$ cat src/cft_cfg.svh
// Register map, field positions, reset values and counts of the CAN filter,
// time-stamp and overflow block. Pure definitions, no logic.
// Assumes inclusion by bare name from the package and the core.
// Operation
// - Sixteen message FIFOs, sixteen messages each
// - Each FIFO set as transmit or receive
// - Transmit FIFOs arbitrated by software priority
// - Sixteen filters, each picks one of four masks
// - Remote request answered automatically by hardware
// - Loopback, listen-all and listen-only modes
// - Programmable bit rate, CAN 2.0B framing
// - Block masters system bus for message memory
// - Data-only reception mode stores payload only
// - Overflow status: sixteen read-only flags, upper zero
// - Free-running stamp advances every prescale clocks
// - Prescale zero every clock, ones every 65535
// - Timer: stamp high half, prescale low half
// - Stamp holds while capture enable clear
// - Timer write restarts prescale count, setting kept
// - Per-filter enable bit, lane bit seven
// - Two-bit mask choice selects mask zero..three
// - Five-bit destination, codes sixteen up reserved
// - One byte lane per filter
// - Mask and destination writable only while disabled
// - Upper filter registers repeat same lane layout
`ifndef CFT_CFG_SVH
`define CFT_CFG_SVH

// Register offsets (byte addresses)
`define CFT_OFF_OVF 8'h00
`define CFT_OFF_TMR 8'h04
`define CFT_OFF_FLT 8'h08
`define CFT_OFF_MASK 8'h18
`define CFT_OFF_FID 8'h28
`define CFT_OFF_CTRL 8'h68
`define CFT_OFF_MBASE 8'h6C
`define CFT_OFF_FCFG 8'h80

// Control register fields
`define CFT_CTRL_MODE_LSB 0
`define CFT_CTRL_DONLY 2
`define CFT_CTRL_BRP_LSB 8
`define CFT_CTRL_CAP 20

// FIFO configuration register fields
`define CFT_FCFG_TX 0
`define CFT_FCFG_PRIO_LSB 1
`define CFT_FCFG_TXREQ 3
`define CFT_FCFG_AUTO 4
`define CFT_FCFG_PUSH 5
`define CFT_FCFG_POP 6
`define CFT_FCFG_OVCLR 7
`define CFT_FCFG_CNT_LSB 8
`define CFT_FCFG_FULL 16

// Filter lane fields, relative to the lane's low bit
`define CFT_LANE_EN 7
`define CFT_LANE_MASK_CHOICE_LSB 5
`define CFT_LANE_DEST_LSB 0

// Reset values
`define CFT_RST_WORD 32'h0000_0000
`define CFT_RST_CTRL 32'h0000_0000

// Memory layout: four words per message
`define CFT_MSG_WORDS 4
`define CFT_WORD_DATA 2

`endif

$ cat src/cft_pkg.sv
// Types shared by the CAN filter, time-stamp and overflow block.
// Assumes cft_cfg.svh sits in the same folder.
`default_nettype none
package cft_pkg;
  `include "cft_cfg.svh"

  // Operating modes
  typedef enum logic [1:0] {
    CFT_NORMAL,
    CFT_LOOPBACK,
    CFT_LISTEN_ALL,
    CFT_LISTEN_ONLY
  } cft_mode_t;

  // Message engine states
  typedef enum logic [1:0] {
    CFT_IDLE,
    CFT_RXWR,
    CFT_TXRD,
    CFT_TXSEND
  } cft_state_t;
endpackage
`default_nettype wire

$ cat src/cft_core.sv
// CAN filter, FIFO, time-stamp and overflow core.
// Assumes a bit engine outside that hands over whole frames and sends whole
// frames, a register port with read data one cycle later, and a memory slave.
//
// Our own choices: the plain strobed port and the placing of the registers.
`timescale 1ns/10ps
`default_nettype none
`include "cft_cfg.svh"
module cft_core #(
  parameter int FIFO_DEPTH = 16
) (
  input wire logic clk_sys,
  input wire logic reset_n,
  // Register port
  input wire logic [7:0] regAddr,
  input wire logic [31:0] regWrData,
  input wire logic regWrite,
  input wire logic regRead,
  output logic [31:0] regRdData,
  // Received frames from the bit engine
  input wire logic rxFrameValid,
  input wire logic [28:0] rxId,
  input wire logic rxIde,
  input wire logic rxRtr,
  input wire logic [3:0] rxDlc,
  input wire logic [63:0] rxData,
  output logic rxReady,
  // Frames to the bit engine
  output logic txFrameValid,
  output logic [28:0] txId,
  output logic txIde,
  output logic txRtr,
  output logic [3:0] txDlc,
  output logic [63:0] txData,
  input wire logic txDone,
  output logic [7:0] bitRatePrescale,
  output logic listenOnly,
  // System bus master
  output logic [31:0] memAddr,
  output logic [31:0] memWrData,
  output logic memWrite,
  output logic memRead,
  input wire logic [31:0] memRdData,
  input wire logic memReady
);
  import cft_pkg::*;

  ////////////////////////////////////////////////////////////////////////////
  // Software registers
  logic [31:0] ctrl_reg, ctrl_next; // Mode, capture, bit rate
  logic [31:0] memBase_reg, memBase_next; // Message area base
  logic [29:0] mask_reg [4], mask_next [4]; // Acceptance masks
  logic [29:0] fltId_reg [16], fltId_next [16]; // Filter identifiers
  logic [15:0] filter_enable_reg, filter_enable_next; // Filter enables
  logic [1:0] fltMsel_reg [16], fltMsel_next [16]; // Mask choice per filter
  logic [4:0] fltDest_reg [16], fltDest_next [16]; // Destination per filter
  logic [31:0] regRdData_reg, regRdData_next;
  logic wrCtrl, wrBase, wrTmr;
  cft_mode_t mode;
  logic dataOnly, capEn;

  assign wrCtrl = regWrite && regAddr == `CFT_OFF_CTRL;
  assign wrBase = regWrite && regAddr == `CFT_OFF_MBASE;
  assign wrTmr = regWrite && regAddr == `CFT_OFF_TMR;
  assign mode = cft_mode_t'(ctrl_reg[`CFT_CTRL_MODE_LSB +: 2]);
  assign dataOnly = ctrl_reg[`CFT_CTRL_DONLY];
  assign capEn = ctrl_reg[`CFT_CTRL_CAP];

  // Control, base and mask registers; base kept 4 KiB aligned for the slot layout
  always_comb begin
    ctrl_next = wrCtrl ? regWrData : ctrl_reg;
    memBase_next = wrBase ? {regWrData[31:12], 12'h000} : memBase_reg;
    for (int m = 0; m < 4; m++) begin
      mask_next[m] = (regWrite && regAddr == `CFT_OFF_MASK + 8'(4 * m)) ? regWrData[29:0] : mask_reg[m];
    end
  end

  always_ff @(posedge clk_sys or negedge reset_n) begin
    if (!reset_n) begin
      ctrl_reg <= `CFT_RST_CTRL;
      memBase_reg <= `CFT_RST_WORD;
      for (int m = 0; m < 4; m++) mask_reg[m] <= 30'h0000_0000;
    end else begin
      ctrl_reg <= ctrl_next;
      memBase_reg <= memBase_next;
      for (int m = 0; m < 4; m++) mask_reg[m] <= mask_next[m];
    end
  end

  ////////////////////////////////////////////////////////////////////////////
  // Filters: one byte lane each, four lanes per control register
  logic [15:0] fltHit;
  logic [29:0] rxKey; // {ide, id} of frame in hand

  genvar gf;
  generate
    for (gf = 0; gf < 16; gf++) begin : g_flt
      localparam int LANE = (gf % 4) * 8;
      logic wrLane;
      assign wrLane = regWrite && regAddr == `CFT_OFF_FLT + 8'(4 * (gf / 4));
      always_comb begin
        filter_enable_next[gf] = wrLane ? regWrData[LANE + `CFT_LANE_EN] : filter_enable_reg[gf];
        fltId_next[gf] = (regWrite && regAddr == `CFT_OFF_FID + 8'(4 * gf)) ? regWrData[29:0] : fltId_reg[gf];
        // Fields only move while the filter is off, so a live match never sees a torn setting
        if (wrLane && !filter_enable_reg[gf]) begin
          fltMsel_next[gf] = regWrData[LANE + `CFT_LANE_MASK_CHOICE_LSB +: 2];
          fltDest_next[gf] = regWrData[LANE + `CFT_LANE_DEST_LSB +: 5];
        end else begin
          fltMsel_next[gf] = fltMsel_reg[gf];
          fltDest_next[gf] = fltDest_reg[gf];
        end
      end
      always_ff @(posedge clk_sys or negedge reset_n) begin
        if (!reset_n) begin
          filter_enable_reg[gf] <= 1'b0;
          fltId_reg[gf] <= 30'h0000_0000;
          fltMsel_reg[gf] <= 2'h0;
          fltDest_reg[gf] <= 5'h00;
        end else begin
          filter_enable_reg[gf] <= filter_enable_next[gf];
          fltId_reg[gf] <= fltId_next[gf];
          fltMsel_reg[gf] <= fltMsel_next[gf];
          fltDest_reg[gf] <= fltDest_next[gf];
        end
      end
      // Masked compare against the chosen acceptance mask
      assign fltHit[gf] = filter_enable_reg[gf] && (((rxKey ^ fltId_reg[gf]) & mask_reg[fltMsel_reg[gf]]) == 30'h0000_0000);
    end
  endgenerate

  ////////////////////////////////////////////////////////////////////////////
  // Time-stamp timer
  logic [15:0] stamp_reg, stamp_next; // stamp_count
  logic [15:0] prescale_reg, prescale_next; // stamp_prescale
  logic [15:0] pscCnt_reg, pscCnt_next; // Internal prescale count
  logic [15:0] pscLimit;

  // Setting zero and one both give a tick every clock
  assign pscLimit = (prescale_reg == 16'h0000) ? 16'h0000 : prescale_reg - 16'h0001;

  always_comb begin
    stamp_next = stamp_reg;
    prescale_next = prescale_reg;
    pscCnt_next = pscCnt_reg;
    if (capEn) begin
      if (pscCnt_reg >= pscLimit) begin
        pscCnt_next = 16'h0000;
        stamp_next = stamp_reg + 16'h0001;
      end else begin
        pscCnt_next = pscCnt_reg + 16'h0001;
      end
    end
    // Software write wins and restarts the prescale count
    if (wrTmr) begin
      stamp_next = regWrData[31:16];
      prescale_next = regWrData[15:0];
      pscCnt_next = 16'h0000;
    end
  end

  always_ff @(posedge clk_sys or negedge reset_n) begin
    if (!reset_n) begin
      stamp_reg <= 16'h0000;
      prescale_reg <= 16'h0000;
      pscCnt_reg <= 16'h0000;
    end else begin
      stamp_reg <= stamp_next;
      prescale_reg <= prescale_next;
      pscCnt_reg <= pscCnt_next;
    end
  end

  ////////////////////////////////////////////////////////////////////////////
  // FIFO state and message engine
  cft_state_t state_reg, state_next;
  logic [4:0] cnt_reg [16], cnt_next [16]; // Messages held
  logic [3:0] head_reg [16], head_next [16]; // Oldest slot
  logic [3:0] tail_reg [16], tail_next [16]; // Next free slot
  logic [15:0] ovf_reg, ovf_next; // fifo_overrun_flag
  logic [15:0] isTx_reg, isTx_next; // FIFO direction
  logic [1:0] prio_reg [16], prio_next [16]; // Transmit priority
  logic [15:0] txReq_reg, txReq_next; // Transmit requested
  logic [15:0] auto_reg, auto_next; // Answers remote requests
  logic [3:0] fifo_reg, fifo_next; // FIFO in service
  logic [1:0] word_reg, word_next; // Word in service
  logic [31:0] msg_reg [4], msg_next [4]; // Message being moved
  logic loopPend_reg, loopPend_next; // Looped frame waiting
  logic txValid_reg, txValid_next;
  logic memWrite_reg, memWrite_next;
  logic memRead_reg, memRead_next;
  logic [31:0] memAddr_reg, memAddr_next;
  logic rxReady_reg, rxReady_next;
  logic [15:0] incV, decV, swPush, swPop, ovSet, ovClr;
  logic [3:0] txPick;
  logic txAny;
  logic [1:0] txBest;
  logic [31:0] inWord [4];
  logic [3:0] hitIdx;
  logic hitAny;
  logic [4:0] dest;
  logic rxTake;

  // Frame in hand: looped-back frame first, else the bit engine's frame
  always_comb begin
    if (loopPend_reg) begin
      inWord[0] = msg_reg[0];
      inWord[1] = {stamp_reg, msg_reg[1][15:0]};
      inWord[2] = msg_reg[2];
      inWord[3] = msg_reg[3];
    end else begin
      inWord[0] = {rxIde, rxRtr, 1'b0, rxId};
      inWord[1] = {stamp_reg, 12'h000, rxDlc};
      inWord[2] = rxData[31:0];
      inWord[3] = rxData[63:32];
    end
  end
  assign rxKey = {inWord[0][31], inWord[0][28:0]};
  assign rxTake = loopPend_reg || (rxFrameValid && rxReady_reg);

  // Lowest-numbered matching filter decides; listen-all sends all to FIFO 0
  always_comb begin
    hitIdx = 4'h0;
    hitAny = 1'b0;
    for (int f = 15; f >= 0; f--) begin
      if (fltHit[f]) begin
        hitIdx = 4'(f);
        hitAny = 1'b1;
      end
    end
    if (mode == CFT_LISTEN_ALL) begin
      dest = 5'h00;
    end else begin
      dest = hitAny ? fltDest_reg[hitIdx] : 5'h10;
    end
  end

  // Highest priority pending transmit FIFO, ties to the lowest number
  always_comb begin
    txPick = 4'h0;
    txAny = 1'b0;
    txBest = 2'h0;
    for (int i = 0; i < 16; i++) begin
      if (isTx_reg[i] && txReq_reg[i] && cnt_reg[i] != 5'h00 && (!txAny || prio_reg[i] > txBest)) begin
        txPick = 4'(i);
        txAny = 1'b1;
        txBest = prio_reg[i];
      end
    end
  end

  // Software FIFO commands
  generate
    for (gf = 0; gf < 16; gf++) begin : g_cmd
      logic wrCfg;
      assign wrCfg = regWrite && regAddr == `CFT_OFF_FCFG + 8'(4 * gf);
      assign swPush[gf] = wrCfg && regWrData[`CFT_FCFG_PUSH] && cnt_reg[gf] != 5'(FIFO_DEPTH);
      assign swPop[gf] = wrCfg && regWrData[`CFT_FCFG_POP] && cnt_reg[gf] != 5'h00;
      assign ovClr[gf] = wrCfg && regWrData[`CFT_FCFG_OVCLR];
    end
  endgenerate

  // Engine next state
  always_comb begin
    state_next = state_reg;
    fifo_next = fifo_reg;
    word_next = word_reg;
    loopPend_next = loopPend_reg;
    txValid_next = txValid_reg;
    incV = 16'h0000;
    decV = 16'h0000;
    ovSet = 16'h0000;
    isTx_next = isTx_reg;
    txReq_next = txReq_reg;
    auto_next = auto_reg;
    for (int i = 0; i < 4; i++) msg_next[i] = msg_reg[i];
    for (int i = 0; i < 16; i++) begin
      prio_next[i] = prio_reg[i];
      if (regWrite && regAddr == `CFT_OFF_FCFG + 8'(4 * i)) begin
        isTx_next[i] = regWrData[`CFT_FCFG_TX];
        prio_next[i] = regWrData[`CFT_FCFG_PRIO_LSB +: 2];
        txReq_next[i] = regWrData[`CFT_FCFG_TXREQ];
        auto_next[i] = regWrData[`CFT_FCFG_AUTO];
      end
    end
    case (state_reg)
      CFT_IDLE: begin
        if (rxTake) begin
          loopPend_next = 1'b0;
          // Reserved destinations drop the frame
          if (!dest[4]) begin
            fifo_next = dest[3:0];
            if (isTx_reg[dest[3:0]]) begin
              // Remote request hitting a reply FIFO queues its stored answer
              if (inWord[0][30] && auto_reg[dest[3:0]]) begin
                txReq_next[dest[3:0]] = 1'b1;
              end
            end else if (cnt_reg[dest[3:0]] == 5'(FIFO_DEPTH)) begin
              ovSet[dest[3:0]] = 1'b1;
            end else begin
              for (int i = 0; i < 4; i++) msg_next[i] = inWord[i];
              word_next = dataOnly ? 2'(`CFT_WORD_DATA) : 2'h0;
              state_next = CFT_RXWR;
            end
          end
        end else if (txAny && mode != CFT_LISTEN_ONLY) begin
          fifo_next = txPick;
          word_next = 2'h0;
          state_next = CFT_TXRD;
        end
      end
      CFT_RXWR: begin
        if (memReady) begin
          word_next = word_reg + 2'h1;
          if (word_reg == 2'(`CFT_MSG_WORDS - 1)) begin
            incV[fifo_reg] = 1'b1;
            state_next = CFT_IDLE;
          end
        end
      end
      CFT_TXRD: begin
        if (memReady) begin
          msg_next[word_reg] = memRdData;
          word_next = word_reg + 2'h1;
          if (word_reg == 2'(`CFT_MSG_WORDS - 1)) begin
            state_next = CFT_TXSEND;
            // Loopback never reaches the bus; the frame returns as a receive
            if (mode == CFT_LOOPBACK) begin
              loopPend_next = 1'b1;
            end else begin
              txValid_next = 1'b1;
            end
          end
        end
      end
      CFT_TXSEND: begin
        if (loopPend_reg || txDone) begin
          txValid_next = 1'b0;
          decV[fifo_reg] = 1'b1;
          if (cnt_reg[fifo_reg] == 5'h01) txReq_next[fifo_reg] = 1'b0;
          state_next = CFT_IDLE;
        end
      end
      default: state_next = CFT_IDLE;
    endcase
    // Counters and pointers: engine and software may act together
    for (int i = 0; i < 16; i++) begin
      tail_next[i] = tail_reg[i] + 4'(incV[i] | (isTx_reg[i] & swPush[i]));
      head_next[i] = head_reg[i] + 4'(decV[i] | (!isTx_reg[i] & swPop[i]));
      cnt_next[i] = cnt_reg[i] + 5'(incV[i] | (isTx_reg[i] & swPush[i]))
                    - 5'(decV[i] | (!isTx_reg[i] & swPop[i]));
    end
    // A new overflow wins over a clear in the same cycle
    ovf_next = (ovf_reg & ~ovClr) | ovSet;
    // Bus request and address for the coming cycle
    memWrite_next = state_next == CFT_RXWR;
    memRead_next = state_next == CFT_TXRD;
    memAddr_next = {memBase_reg[31:12], fifo_next,
                    (state_next == CFT_RXWR) ? tail_reg[fifo_next] : head_reg[fifo_next], word_next, 2'b00};
    rxReady_next = state_next == CFT_IDLE && !loopPend_next;
  end

  always_ff @(posedge clk_sys or negedge reset_n) begin
    if (!reset_n) begin
      state_reg <= CFT_IDLE;
      fifo_reg <= 4'h0;
      word_reg <= 2'h0;
      loopPend_reg <= 1'b0;
      txValid_reg <= 1'b0;
      ovf_reg <= 16'h0000;
      isTx_reg <= 16'h0000;
      txReq_reg <= 16'h0000;
      auto_reg <= 16'h0000;
      memWrite_reg <= 1'b0;
      memRead_reg <= 1'b0;
      memAddr_reg <= 32'h0000_0000;
      rxReady_reg <= 1'b0;
      for (int i = 0; i < 4; i++) msg_reg[i] <= 32'h0000_0000;
      for (int i = 0; i < 16; i++) begin
        cnt_reg[i] <= 5'h00;
        head_reg[i] <= 4'h0;
        tail_reg[i] <= 4'h0;
        prio_reg[i] <= 2'h0;
      end
    end else begin
      state_reg <= state_next;
      fifo_reg <= fifo_next;
      word_reg <= word_next;
      loopPend_reg <= loopPend_next;
      txValid_reg <= txValid_next;
      ovf_reg <= ovf_next;
      isTx_reg <= isTx_next;
      txReq_reg <= txReq_next;
      auto_reg <= auto_next;
      memWrite_reg <= memWrite_next;
      memRead_reg <= memRead_next;
      memAddr_reg <= memAddr_next;
      rxReady_reg <= rxReady_next;
      for (int i = 0; i < 4; i++) msg_reg[i] <= msg_next[i];
      for (int i = 0; i < 16; i++) begin
        cnt_reg[i] <= cnt_next[i];
        head_reg[i] <= head_next[i];
        tail_reg[i] <= tail_next[i];
        prio_reg[i] <= prio_next[i];
      end
    end
  end

  ////////////////////////////////////////////////////////////////////////////
  // Register read-back, one cycle after the strobe; unmapped reads give zero
  always_comb begin
    regRdData_next = 32'h0000_0000;
    if (regRead) begin
      if (regAddr == `CFT_OFF_OVF) begin
        regRdData_next = {16'h0000, ovf_reg};
      end else if (regAddr == `CFT_OFF_TMR) begin
        regRdData_next = {stamp_reg, prescale_reg};
      end else if (regAddr == `CFT_OFF_CTRL) begin
        regRdData_next = ctrl_reg;
      end else if (regAddr == `CFT_OFF_MBASE) begin
        regRdData_next = memBase_reg;
      end
      for (int k = 0; k < 4; k++) begin
        if (regAddr == `CFT_OFF_MASK + 8'(4 * k)) regRdData_next = {2'b00, mask_reg[k]};
        if (regAddr == `CFT_OFF_FLT + 8'(4 * k)) begin
          for (int l = 0; l < 4; l++) begin
            regRdData_next[8 * l +: 8] = {filter_enable_reg[4 * k + l], fltMsel_reg[4 * k + l], fltDest_reg[4 * k + l]};
          end
        end
      end
      for (int k = 0; k < 16; k++) begin
        if (regAddr == `CFT_OFF_FID + 8'(4 * k)) regRdData_next = {2'b00, fltId_reg[k]};
        if (regAddr == `CFT_OFF_FCFG + 8'(4 * k)) begin
          regRdData_next = {15'h0000, cnt_reg[k] == 5'(FIFO_DEPTH), 3'b000, cnt_reg[k], 3'b000,
                            auto_reg[k], txReq_reg[k], prio_reg[k], isTx_reg[k]};
        end
      end
    end
  end

  always_ff @(posedge clk_sys or negedge reset_n) begin
    if (!reset_n) regRdData_reg <= 32'h0000_0000;
    else regRdData_reg <= regRdData_next;
  end

  // Outputs from flops; memWrData muxed by word_reg, listenOnly decoded from the mode bits
  assign regRdData = regRdData_reg;
  assign rxReady = rxReady_reg;
  assign txFrameValid = txValid_reg;
  assign txId = msg_reg[0][28:0];
  assign txIde = msg_reg[0][31];
  assign txRtr = msg_reg[0][30];
  assign txDlc = msg_reg[1][3:0];
  assign txData = {msg_reg[3], msg_reg[2]};
  assign bitRatePrescale = ctrl_reg[`CFT_CTRL_BRP_LSB +: 8];
  assign listenOnly = ctrl_reg[`CFT_CTRL_MODE_LSB +: 2] == 2'(CFT_LISTEN_ONLY);
  assign memAddr = memAddr_reg;
  assign memWrData = msg_reg[word_reg];
  assign memWrite = memWrite_reg;
  assign memRead = memRead_reg;
endmodule // cft_core
`default_nettype wire

$ cat config.mk
export PLATFORM = sky130hd
export DESIGN_NAME = cft_core
export DESIGN_NICKNAME = d
export VERILOG_FILES = /design/src/cft_pkg.sv /design/src/cft_core.sv
export VERILOG_INCLUDE_DIRS = /design/src
export SDC_FILE = /design/constraint.sdc
export NUM_CORES = 2
export LEC_CHECK = 0
export BUFFER_PORTS_ARGS = -buffer_cell sky130_fd_sc_hd__buf_2
export CAP_MARGIN = 20
export CORE_MARGIN = 4
export CORE_UTILIZATION = 30
export CTS_CLUSTER_SIZE = 30
export DETAILED_ROUTE_END_ITERATION = 10
export REMOVE_ABC_BUFFERS = 1
export SETUP_SLACK_MARGIN = 0.05
export SLEW_MARGIN = 20
export SYNTH_ARGS = -nofsm -noshare
export SYNTH_HDL_FRONTEND = slang
export SYNTH_SLANG_ARGS = --single-unit
$ cat constraint.sdc
create_clock -name clk_sys -period 25.7 [get_ports clk_sys]
set_clock_uncertainty 0.05 [all_clocks]
set_input_delay 1.285 -clock clk_sys [delete_from_list [all_inputs] [get_ports clk_sys]]
set_output_delay 1.285 -clock clk_sys [all_outputs]
set_load 0.03 [all_outputs]
==> out/summary.txt <==
Status -> finished clean
Worst-path fanout max -> 24
Slew Viols, Final -> 0
Post-CTS setup buffers -> 0
Vias/cell -> 6.722
Count leader, synth -> dfrtp_1
Max Freq -> 44.26 MHz
Maximum vdd drop -> 65.78 uV
ANT nets after route -> 0
Post-synth EDFFs -> 0
Clock power frac -> 33.4%
Resized Gates After CTS -> 0
Gpl congestion -> 1.061
HP Class -> input port to async pin
Data required time of the worst path -> 26.44 ns
Worst R2R Path Depth -> 98
CTS Hold Bufs -> 0
Mapped Cells -> 7963
Routed len/inst -> 44.69 um
FFs w/ async S/R, synth -> 100.0%
Final design utilization -> 34.34%
Ys Warns -> 0
Slowest CP cell -> a221oi_4
Final Setup Violations -> 0
Die area -> 308000 um^2
Die span in x -> 555.0 um
Final Hold Fails -> 0
Crit-path most repeated cell -> ha_1
Critical path class -> flip-flop to flip-flop
DP Area -> 95950 um^2
Initial antenna violation count -> 73
Switching portion of total power -> 39.30%
Remaining Overflow, GRT -> 0
HPWL after DPL -> 390600 um
DR pass1 iterations -> 10
Flop pwr share -> 34.1%
Nets@finish -> 8464
Vias -> 82057
List of most frequent post-synthesis cells -> dfrtp_1, mux2_2, xnor2_1, a22oi_1, clkbuf_1
Clock sinks -> 1329
Synth Area per Inst -> 11.27 um^2
Largest net degree at the start of global routing -> 162
Combinational Power Share -> 32.5%
Worst-Skew Late Latency -> 0.92 ns
Proportion of layout cells with a drive suffix above 1 -> 32.59%
H-tree levels -> 4
Detailed Route WL -> 545600 um
RSZ-0062 raised after global routing -> false
Nature of the critical path endpoint -> flip-flop
First-pass GRT wire length -> 722900 um
Num ports -> 386
Worst EP arrival -> 23.34 ns
Max_cap viols -> 0
Clk pin slew, worst setup/hold paths -> 0.06 ns
Slew Limit Headroom -> 11.26%
WHS -> 0.2756 ns
Area Growth Syn to Fin -> 13.74%
CTS Root Cell -> clkbuf_16
Sequential element share of the synthesized area -> 37.05%
Number of global-route vias before repair -> 78110
Worst-Margin Slew -> 1.322 ns
Num rows -> 200
Post-route cell area -> 102100 um^2
Layout fillers -> 29530
Synthesized area -> 89760 um^2
Max FFs per register -> 480
Number of remaining DRC errors -> 0
Slowest Stage Delay on Critical Path -> 0.81 ns
Static power due to leakage -> 43.60 nW
Crit share post-route -> 87.91%
Total core area -> 297300 um^2
Power per standard cell area -> 75.88 nW/um^2
Ranking of synthesized cells by area -> dfrtp_1, mux4_2, mux2_2
Cell Int Power -> 4.702 mW
Initial DRC Count -> 13936
Die H -> 555.0 um
CTS buffer count -> 171
Top-area cell type share of the netlist area -> 37.05%
PortBufs -> 383
Leading area contributor after synthesis -> dfrtp_1
Starting Density -> 30.19%
Clk buf depth -> 4
GR Util All Layers -> 34.19%
CTS tree -> yes
Synth Flop Type -> dfrtp_1
CP startpoint kind -> flip-flop
Sw Pwr -> 3.044 mW
Min Tclk post-route -> 22.59 ns
Synth unique cells -> 97
Yosys reg bits -> 1329
[power groups by stage]
stage	registers [mW]	clock network [mW]	logic (mW)
2_1_floorplan	2.77	0	1.27
3_3_place_gp	2.65	0	2.42
3_5_place_dp	2.66	0	2.43
4_1_cts	2.63	2.61	2.45
5_1_grt	2.66	2.69	2.61
6_report	2.64	2.59	2.51
[final timing paths]
check	startpoint	to	slack, ns
hold reg to reg	memBase_reg[23]	memAddr[23]	0.33
min in group clk_sys	memBase_reg[23]	memAddr[23]	0.33
setup / recovery	cnt_reg[78]	memAddr[7]	3.11
max in group asynchronous	reset_n	loopPend_reg	22.07
setup reg to reg	cnt_reg[78]	memAddr[7]	3.11
hold / removal	reset_n	ctrl_reg[0]	0.28
[critical path, delay by kind of cell, from the launching register on]
| kind | cells | cell delay [ns] |
|---|---|---|
| flops | 1 | 0.42 |
| compound gates | 33 | 7.05 |
| simple gates | 28 | 4.88 |
| fa+ha+maj | 21 | 5.84 |
| mux | 11 | 3.43 |
| buf+inv | 5 | 0.80 |
[cells in the final DEF (no fill, tap or decap), types with 254 or more instances in the layout]
cell and n:
nor2_1 254, xnor2_1 568, a22oi_1 530, buf_4 331, dfrtp_1 1232, nand2_1 409
o21ai_0 276, a21oi_1 265, mux4_2 517, buf_2 382, mux2_2 888
[per-layer routing]
metal  up-vias  share of wire (%)  track usage [%]
li1      30571                  -                -
met1     42397                 37            42.54
met2      7109                 41            48.45
met3      1950                 13            13.22
met4        30                8.8            23.74
met5         -              0.073           0.5313
[cell families after synthesis]
logic type                 count (synthesis)  share of synthesized area (%)
and+or+nand+nor                         1416                          7.870
DFF                                     1329                          37.05
adders and majority gates                231                          3.340
buffers and inverters                    999                          4.949
xor gates and xnor gates                 628                          6.128
AOI/OAI and AO/OA                       1750                          13.79
muxes                                   1609                          26.86
other                                      1                       0.004178
[layout make-up]
class | instances | area [um^2] | area share (%)
diodes | 73 | 182.7 | 0.1789
clock buffers | 243 | 4942 | 4.841
clock inverters | 66 | 920.9 | 0.9021
inverters | 202 | 758.2 | 0.7427
multi-input cells | 5636 | 52430 | 51.36
flip-flops and latches | 1329 | 33390 | 32.70
well taps | 3939 | 4928 | 4.828
repair buffers | 720 | 4539 | 4.447
[per-stage QoR]
step	setup TNS (ns)	setup slack [ns]	std cells	power, mW
after floorplan	-1.152	-0.2879	7167	4.038
after global placement	0	2.992	11822	5.070
after detailed placement	0	3.105	11823	5.096
after CTS	0	3.050	12132	7.687
after global routing	0	1.386	12141	7.954
final	0	3.107	12208	7.746
Note: power is estimated with default switching activity, not from simulation.
